File: src/ic_pkg.sv
/*
 * ic_pkg: constants, codes and types shared by the interval counter channel.
 * Assumes one 125 MHz system clock; the count clock arrives as a plain sampled input.
 */
`default_nettype none
package ic_pkg;

    // ****************************************************************
    // modes and byte access codes
    // ****************************************************************
    localparam logic [2:0] MODE_TERM   = 3'h0;
    localparam logic [2:0] MODE_ONESHOT = 3'h1;
    localparam logic [2:0] MODE_RATE   = 3'h2;
    localparam logic [2:0] MODE_SQUARE = 3'h3;
    localparam logic [2:0] MODE_SWSTB  = 3'h4;
    localparam logic [2:0] MODE_HWSTB  = 3'h5;

    localparam logic [1:0] RW_LATCH    = 2'h0;
    localparam logic [1:0] RW_LSB      = 2'h1;
    localparam logic [1:0] RW_MSB      = 2'h2;
    localparam logic [1:0] RW_BOTH     = 2'h3;

    // ****************************************************************
    // count element values and reset values
    // ****************************************************************
    localparam logic [16:0] CE_BIG     = 17'h10000;
    localparam logic [15:0] MAX_BIN    = 16'hffff;
    localparam logic [15:0] MAX_BCD    = 16'h9999;
    localparam logic [16:0] CE_ONE     = 17'h00001;
    localparam logic [16:0] CE_TWO     = 17'h00002;
    localparam logic [16:0] CE_ZERO    = 17'h00000;
    localparam logic [15:0] CR_RST     = 16'h0000;
    localparam logic [2:0]  MODE_RST   = 3'h0;
    localparam logic [1:0]  RW_RST     = 2'h3;
    localparam logic        OUT_RST    = 1'b1;

    typedef enum logic [2:0]
    {
        ST_WAIT  = 3'b001,
        ST_ARMED = 3'b010,
        ST_RUN   = 3'b100
    } ic_st_t;

endpackage : ic_pkg
`default_nettype wire

File: src/ic_dec_if.sv
/*
 * ic_dec_if: carries the count element to the decrement unit and its next value back.
 * Assumes both ends sit in the same clock domain; the path is purely combinational.
 */
`timescale 1ns/100ps
`default_nettype none
interface ic_dec_if;
    logic [16:0] cur;
    logic        step2;
    logic        bcd;
    logic [16:0] nxt;

    modport user (output cur, output step2, output bcd, input nxt);
    modport calc (input cur, input step2, input bcd, output nxt);
endinterface : ic_dec_if
`default_nettype wire

File: src/ic_dec.sv
/*
 * ic_dec: subtracts one or two from the count element in binary or decimal coding.
 * Assumes bit 16 of the element marks the largest count, read as 65536 or 10000.
 */
`timescale 1ns/100ps
`default_nettype none
module ic_dec
    import ic_pkg::*;
(
    ic_dec_if.calc dp
);

    // ****************************************************************
    // operand selection
    // ****************************************************************
    logic [15:0] src;
    logic [1:0]  sub;
    logic [15:0] bin_res;
    logic [15:0] bcd_res;
    logic [4:0]  brw;

    // largest count: start from the top value and take one less
    assign src = dp.cur[16] ? (dp.bcd ? MAX_BCD : MAX_BIN) : dp.cur[15:0];
    assign sub = dp.cur[16] ? {1'b0, dp.step2} : (dp.step2 ? 2'h2 : 2'h1);
    assign bin_res = src - {14'h0000, sub};

    // ****************************************************************
    // decimal digits, borrow ripples upward
    // ****************************************************************
    assign brw[0] = 1'b0;
    genvar d;
    generate
        for (d = 0; d < 4; d++)
        begin : g_dig
            logic [4:0] diff;
            logic [1:0] take;
            assign take = (d == 0) ? sub : {1'b0, brw[d]};
            assign diff = {1'b0, src[4*d +: 4]} - {3'h0, take};
            assign brw[d+1] = diff[4];
            assign bcd_res[4*d +: 4] = diff[4] ? 4'(diff[3:0] + 4'ha) : diff[3:0];
        end
    endgenerate

    // wraps to the top value rather than stopping at zero
    assign dp.nxt = {1'b0, dp.bcd ? bcd_res : bin_res};

endmodule : ic_dec
`default_nettype wire

File: src/ic_counter.sv
/*
 * ic_counter: one 16-bit down-counter channel with six counting modes.
 * Assumes host strobes and the count clock and gate are synchronous to ref_clk,
 * and that the count clock is much slower than ref_clk.
 */
// Behaviour
// - square wave, even count: output starts high, step two, toggle and reload
// - square wave, odd count: load count minus one, extra pulse before going low
// - odd square wave: high (N+1)/2 pulses, low (N-1)/2 pulses
// - software strobe: output high, one pulse low at expiry, count write starts
// - software strobe: gate high counts, gate low halts, never touches output
// - software strobe: load pulse does not decrement, strobe N+1 pulses later
// - software strobe: rewrite loads next pulse; first of two bytes has no effect
// - hardware strobe: load on pulse after gate rise, strobe N+1 pulses later
// - hardware strobe: each gate rise reloads; gate level leaves output alone
// - hardware strobe: new count waits for a trigger, running sequence untouched
// - control word write resets control logic and sets output initial state
// - gate sampled on count clock rise; level gates counting in modes 0,2,3,4
// - gate rise sets a capture flag, sampled at clock rise then cleared
// - loading and decrementing happen on count clock falling edges
// - initial count zero means 65536 binary or 10000 decimal
// - modes 0,1,4,5 wrap at zero to FFFF or 9999 and keep counting
// - modes 2 and 3 reload the initial count every cycle
// - trigger is gate rise; clock pulse is count clock rise then fall
`timescale 1ns/100ps
`default_nettype none
module ic_counter
(
    input  wire logic           ref_clk,
    input  wire logic           rst_n,
    input  wire logic           ctrl_wr,
    input  wire logic [2:0]     ctrl_mode,
    input  wire logic [1:0]     ctrl_rw,
    input  wire logic           ctrl_bcd,
    input  wire logic           cnt_wr,
    input  wire logic [7:0]     cnt_byte,
    input  wire logic           cnt_clk,
    input  wire logic           gate,
    output logic                cnt_out,
    output logic [15:0]         cur_count,
    output logic                running
);
    import ic_pkg::*;

    // ****************************************************************
    // programming registers
    // ****************************************************************
    logic [2:0]  mode_r;
    logic [1:0]  rw_r;
    logic        bcd_r;
    logic [15:0] cr_r;
    logic        lsb_done_r;
    logic        wr_done;
    logic        cw_take;
    logic [2:0]  mode_in;

    // modes 6 and 7 behave as 2 and 3; a latch command is not a control word
    assign mode_in = ctrl_mode[1] ? {1'b0, ctrl_mode[1:0]} : ctrl_mode;
    assign cw_take = ctrl_wr && (ctrl_rw != RW_LATCH);
    assign wr_done = cnt_wr && ((rw_r != RW_BOTH) || lsb_done_r);

    always_ff @(posedge ref_clk or negedge rst_n)
    begin
        if (!rst_n)
        begin
            mode_r     <= MODE_RST;
            rw_r       <= RW_RST;
            bcd_r      <= 1'b0;
            cr_r       <= CR_RST;
            lsb_done_r <= 1'b0;
        end
        else if (cw_take)
        begin
            mode_r     <= mode_in;
            rw_r       <= ctrl_rw;
            bcd_r      <= ctrl_bcd;
            lsb_done_r <= 1'b0;
        end
        else if (cnt_wr)
        begin
            unique case (rw_r)
                RW_LSB:  cr_r <= {8'h00, cnt_byte};
                RW_MSB:  cr_r <= {cnt_byte, 8'h00};
                default:
                begin
                    // first byte only parks in the low half
                    if (lsb_done_r)
                        cr_r[15:8] <= cnt_byte;
                    else
                        cr_r[7:0] <= cnt_byte;
                    lsb_done_r <= !lsb_done_r;
                end
            endcase
        end
    end

    // ****************************************************************
    // count clock edges, gate sampling and trigger capture
    // ****************************************************************
    logic cclk_q;
    logic gate_q;
    logic cc_rise;
    logic cc_fall;
    logic gate_smp_r;
    logic trig_flag_r;
    logic trig_smp_r;

    assign cc_rise = cnt_clk && !cclk_q;
    assign cc_fall = !cnt_clk && cclk_q;

    always_ff @(posedge ref_clk or negedge rst_n)
    begin
        if (!rst_n)
        begin
            cclk_q     <= 1'b0;
            gate_q     <= 1'b1;  // a gate held high through reset is no trigger
            gate_smp_r <= 1'b0;
            trig_smp_r <= 1'b0;
        end
        else
        begin
            cclk_q <= cnt_clk;
            gate_q <= gate;
            if (cc_rise)
            begin
                gate_smp_r <= gate;
                trig_smp_r <= trig_flag_r;
            end
        end
    end

    // a new edge in the sampling cycle survives the clear, so no trigger is lost
    always_ff @(posedge ref_clk or negedge rst_n)
    begin
        if (!rst_n)
            trig_flag_r <= 1'b0;
        else if (gate && !gate_q)
            trig_flag_r <= 1'b1;
        else if (cc_rise || cw_take)
            trig_flag_r <= 1'b0;
    end

    // ****************************************************************
    // count element
    // ****************************************************************
    ic_st_t      st_r;
    logic [16:0] ce_r;
    logic [16:0] load_val;
    logic        edge_mode;
    logic        trig_mode;
    logic        level_mode;
    logic        gate_en;
    logic        do_load;
    logic        periodic;
    logic        sq_odd;
    logic        dec_en;
    logic        strobed_r;
    ic_dec_if    dif ();

    assign edge_mode  = (mode_r == MODE_ONESHOT) || (mode_r == MODE_HWSTB);
    assign trig_mode  = edge_mode || periodic;
    assign periodic   = (mode_r == MODE_RATE) || (mode_r == MODE_SQUARE);
    assign level_mode = !edge_mode;
    assign sq_odd     = (mode_r == MODE_SQUARE) && cr_r[0];
    // counting halts on a low sampled gate in modes 0,2,3,4, or mid two-byte write in mode 0
    assign gate_en = (!level_mode || gate_smp_r) &&
                     !((mode_r == MODE_TERM) && lsb_done_r);
    // zero is the largest count; odd square counts drop their low bit
    assign load_val = (cr_r == CR_RST) ? CE_BIG :
                      {1'b0, cr_r[15:1], cr_r[0] && !sq_odd};
    assign do_load = cc_fall &&
                     (((st_r == ST_ARMED) && (!edge_mode || trig_smp_r)) ||
                      ((st_r == ST_RUN) && trig_mode && trig_smp_r));
    assign dec_en  = cc_fall && (st_r == ST_RUN) && gate_en && !do_load;

    assign dif.cur   = ce_r;
    assign dif.step2 = (mode_r == MODE_SQUARE);
    assign dif.bcd   = bcd_r;

    ic_dec u_dec
    (
        .dp (dif.calc)
    );

    always_ff @(posedge ref_clk or negedge rst_n)
    begin
        if (!rst_n)
        begin
            st_r <= ST_WAIT;
            ce_r <= CE_ZERO;
        end
        else if (cw_take)
            st_r <= ST_WAIT;
        else if (wr_done && (st_r == ST_WAIT || mode_r == MODE_TERM || mode_r == MODE_SWSTB))
            st_r <= ST_ARMED;
        else if (do_load)
        begin
            st_r <= ST_RUN;
            ce_r <= load_val;
        end
        else if (dec_en)
        begin
            unique case (mode_r)
                MODE_RATE:
                    ce_r <= (ce_r == CE_ONE) ? load_val : dif.nxt;
                MODE_SQUARE:
                begin
                    // odd count, high half: hold one extra pulse at zero
                    if (ce_r == CE_ZERO)
                        ce_r <= load_val;
                    else if (ce_r == CE_TWO)
                        ce_r <= (sq_odd && cnt_out) ? CE_ZERO : load_val;
                    else
                        ce_r <= dif.nxt;
                end
                default:
                    ce_r <= dif.nxt;
            endcase
        end
    end

    // ****************************************************************
    // output
    // ****************************************************************
    always_ff @(posedge ref_clk or negedge rst_n)
    begin
        if (!rst_n)
        begin
            cnt_out   <= OUT_RST;
            strobed_r <= 1'b0;
        end
        else if (cw_take)
        begin
            cnt_out   <= (mode_in != MODE_TERM);
            strobed_r <= 1'b0;
        end
        else if (cnt_wr && (mode_r == MODE_TERM))
            cnt_out <= 1'b0;
        else if (periodic && !gate)
            cnt_out <= 1'b1;
        else if (do_load)
        begin
            strobed_r <= 1'b0;
            cnt_out   <= (mode_r != MODE_ONESHOT) && (mode_r != MODE_TERM);
        end
        else if (cc_fall)
        begin
            unique case (mode_r)
                MODE_TERM, MODE_ONESHOT:
                    if (dec_en && dif.nxt == CE_ZERO)
                        cnt_out <= 1'b1;
                MODE_RATE:
                    if (dec_en)
                        cnt_out <= (ce_r == CE_ONE) || (dif.nxt != CE_ONE);
                MODE_SQUARE:
                    if (dec_en && ce_r == CE_ZERO)
                        cnt_out <= 1'b0;
                    else if (dec_en && ce_r == CE_TWO && !(sq_odd && cnt_out))
                        cnt_out <= !cnt_out;
                default:
                begin
                    // strobe is low exactly one pulse, only once per load
                    if (dec_en && !strobed_r && dif.nxt == CE_ZERO)
                    begin
                        cnt_out   <= 1'b0;
                        strobed_r <= 1'b1;
                    end
                    else
                        cnt_out <= 1'b1;
                end
            endcase
        end
    end

    always_ff @(posedge ref_clk or negedge rst_n)
    begin
        if (!rst_n)
        begin
            cur_count <= CR_RST;
            running   <= 1'b0;
        end
        else
        begin
            cur_count <= ce_r[15:0];
            running   <= (st_r == ST_RUN);
        end
    end
endmodule : ic_counter
`default_nettype wire

File: config.mk
export PLATFORM = sky130hd
export DESIGN_NAME = ic_counter
export DESIGN_NICKNAME = d
export VERILOG_FILES = /design/src/ic_pkg.sv /design/src/ic_dec_if.sv /design/src/ic_dec.sv /design/src/ic_counter.sv
export SDC_FILE = /design/constraint.sdc
export NUM_CORES = 1
export LEC_CHECK = 0
export BUFFER_PORTS_ARGS = -buffer_cell sky130_fd_sc_hd__buf_2
export CELL_PAD_IN_SITES_DETAIL_PLACEMENT = 1
export CELL_PAD_IN_SITES_GLOBAL_PLACEMENT = 2
export CORE_AREA = 8 8 99 146
export CTS_CLUSTER_DIAMETER = 100
export DETAILED_ROUTE_END_ITERATION = 7
export DIE_AREA = 0 0 107 154
export GPL_TIMING_DRIVEN = 1
export PLACE_DENSITY = 0.72
export SYNTH_ARGS = -nofsm -noshare
export SYNTH_HDL_FRONTEND = slang
export SYNTH_SLANG_ARGS = --single-unit
File: constraint.sdc
create_clock -name ref_clk -period 6.85 [get_ports ref_clk]
set_input_delay 0 -clock ref_clk [delete_from_list [all_inputs] [get_ports ref_clk]]
set_output_delay 0 -clock ref_clk [all_outputs]
set_load 0.02 [all_outputs]
==> out/qor.txt <==
CTS tree -> done
max incr delay on CP -> 0.51 ns
final WL -> 14.2 mm
Die Height -> 154 um
Placed Cells -> 667
post-route cell area -> 5060 sq um
Area contributors post-synth -> dfrtp_1 37%, nand2_1 6.1%, ha_1 4.8%, o21ai_0 4.4%, a21oi_1 4.3%
largest net degree at the start of global routing -> 68
Internal -> 0.00119 W
Layout Area Growth over Synthesis -> 20.8%
Post-Synthesis Cell Area -> 4190 sq um
crit path capture type -> flop
Tot GR Track Use -> 0.179
io pins -> 38
vias in the first global route -> 4314
final-report setup violation count -> 0
Logic pwr share -> 0.416
share of Yosys cell area claimed by the top area cell type -> 0.370
fmax -> 161 MHz
PwrDens -> 419 nW/um^2
final worst path period need -> 6.22 ns
gpl congestion -> 0.854
final worst slack -> 0.630 ns
critical path fanouts, max -> 8
# Max-Cap Violations -> 0
PortBufs -> 37
P_leak -> 2.20 nW
Synth top cells by count -> 68 x nand2_1, 62 x dfrtp_1, 47 x nor2_1
Initial DRC Count -> 103
register area share after synthesis -> 0.401
library cells used by synthesis -> 67
hold endpoint -> lsb_done_r
vias per inst -> 5.61
clk_lat worst skew -> 0.34 ns
remaining global-route overflow -> 0
Switching Fraction -> 0.440
cell taking the most area after synthesis -> dfrtp_1
H-tree depth reported by CTS -> 3
CP max-delay cell -> or4_1
Rel. slew slack -> 0.423
share of layout cells above drive strength 1 -> 0.156
sw power -> 0.000934 W
via count -> 3936
NumNets Final -> 578
Placeable Area -> 12300 sq um
share of flip-flops with an asynchronous set or reset -> 1.00
number of setup buffers added after CTS -> 0
Worst R2R Setup Slack -> 0.63 ns
worst hold start -> cnt_wr
die area -> 16500 sq um
Die Wd -> 107 um
Most common cell on crit path -> ha_1
kind of start point of the critical path -> flop
drt first pass iters -> 4
pre-CTS setup slack -> -0.0319 ns
Yosys reg bits -> 67
CTS Buffer Depth -> 2
clock slew at reported path FFs -> 0.06 ns
RSZ-0062 raised after global routing -> no
clock share of power -> 0.234
peak supply drop -> 135 uV
Hold Crit Depth -> 4
number of synthesized flops with an enable pin -> 0
Synth Warn # -> 0
global-route wire length before repair -> 23.1 mm
clock sinks -> 67
CTS Buf Count -> 9
# rows -> 50
final std cells w/o fill -> 702
initial antenna violation count -> 0
Reg2Reg Capture Point -> strobed_r
Slew @ Worst Pin -> 0.866 ns
Root Buffer -> clkbuf_16
Reg2Reg Depth -> 27
Syn Nets -> 528
Hold Crit Class -> primary input to flop
Cells after Synth -> 491
Final Skew -> 0.00775 ns
WP data arrival -> 6.48 ns
antenna diode instance count -> 0
mean area per synthesized cell -> 8.54 sq um
DP Area -> 4530 sq um
WS Path Type -> flop to flop
final hold vios -> 0
cell with the most instances after synthesis -> nand2_1
Pins Over Slew Limit -> 0
sequential power share -> 0.349
status -> finished, final reports clean
Tcrit/Tclk final -> 0.908
reg2reg start -> mode_r[1]
Worst EP required -> 7.11 ns
wire length per cell -> 20.2 um
Post-DRT Antenna Nets -> 0
DRC viols -> 0
Initial Utilization -> 0.340
hpwl dp -> 10.7 mm
Post-synth top flop -> dfrtp_1
==> per-stage QoR <==
stage                     utilization  total power [W]  setup TNS [ns]  hold WS [ns]
after CTS                       0.409          0.00214               0        0.0627
final                           0.411          0.00212               0        0.0615
after global placement          0.368          0.00161               0         0.136
after global routing            0.411          0.00228               0         0.108
after floorplan                     -          0.00129               0        -0.296
after detailed placement        0.368          0.00162         -0.0319         0.142
==> cell families after synthesis <==
logic type      after synthesis  share of synthesized area
mux                           6                     0.0146
xor+xnor                     17                     0.0355
simple gates                195                      0.232
compound gates              139                      0.215
flops                        67                      0.401
buf+inv                      50                     0.0492
fa+ha+maj                    17                     0.0525
==> sequential cells by signal (all words and copies together), names as in the netlist, 2 cells and up <==
signal,flops
ce_r,17
cr_r,16
cur_count,16
mode_r,3
st_r,3
rw_r,2
==> how the worst max path moves through the flow <==
stage	start	end	slack, ns
global route	mode_r[1]	strobed_r	0.06
global placement	mode_r[1]	strobed_r	0.18
CTS	mode_r[1]	strobed_r	0.16
detailed placement	mode_r[1]	strobed_r	-0.03
floorplan	mode_r[1]	strobed_r	0.63
finish	mode_r[1]	strobed_r	0.63
==> what timing repair did <==
| action | CTS | global route |
|---|---|---|
| gates resized for setup | 1 | 4 |
| hold endpoints to repair | 86 | 0 |
| setup endpoints to repair | 1 | 3 |
| hold buffers | 19 | 0 |
==> power by group through the flow <==
stage,logic [W],clock network [W],registers [W]
6_report,0.000884,0.000498,0.000742
4_1_cts,0.000889,0.000507,0.000741
5_1_grt,0.000980,0.000526,0.000769
2_1_floorplan,0.000600,0,0.000690
3_3_place_gp,0.000860,0,0.000746
3_5_place_dp,0.000871,0,0.000748
==> layer usage <==
layer | up-vias | GRT usage | part of all wire
met5 | - | 0 | 0
met4 | 0 | 0.117 | 0.055
met3 | 31 | 0.0393 | 0.030
met2 | 71 | 0.321 | 0.53
met1 | 1949 | 0.181 | 0.38
li1 | 1885 | - | -
==> area by class of cell <==
| class | count | area, sq um |
|---|---|---|
| fill | 1451 | 7260 |
| multi-input combinational | 374 | 2340 |
| sequential | 67 | 1680 |
| timing repair buffer | 67 | 458 |
| clock buffer | 11 | 233 |
| tap | 156 | 195 |
| inverter | 22 | 82.6 |
| clock inverter | 5 | 77.6 |
==> critical path: cells and delay by family, from the launching register on <==
kind	cells	cell delay, ns
fa+ha+maj	10	2.52
simple gates	8	2.07
compound gates	4	0.61
flops	1	0.44
buf+inv	3	0.24
mux	1	0.14
xor+xnor	1	0.11
==> cell usage in the layout (no fill, tap or decap), types with 3 or more instances in the layout <==
cell,count
a32oi_1,4
o21ai_0,37
nand2b_1,9
xnor2_1,14
buf_2,37
a31oi_1,6
o21a_1,4
or4_1,4
nor4_1,11
clkbuf_16,9
inv_1,21
or2_2,4
a21oi_1,36
nor3b_1,5
nor2_1,46
nand4_1,9
nor3_1,6
o211ai_1,5
a22oi_1,8
nand3_1,5
o221ai_1,3
dlygate4sd3_1,19
nand2_1,68
ha_1,15
buf_4,11
nor4_2,4
dfrtp_1,62
and3_1,3
or3_1,3
xor2_1,3
mux2i_1,5
a2bb2oi_1,4
dfstp_2,5
Note: power is estimated with default switching activity, not from simulation.
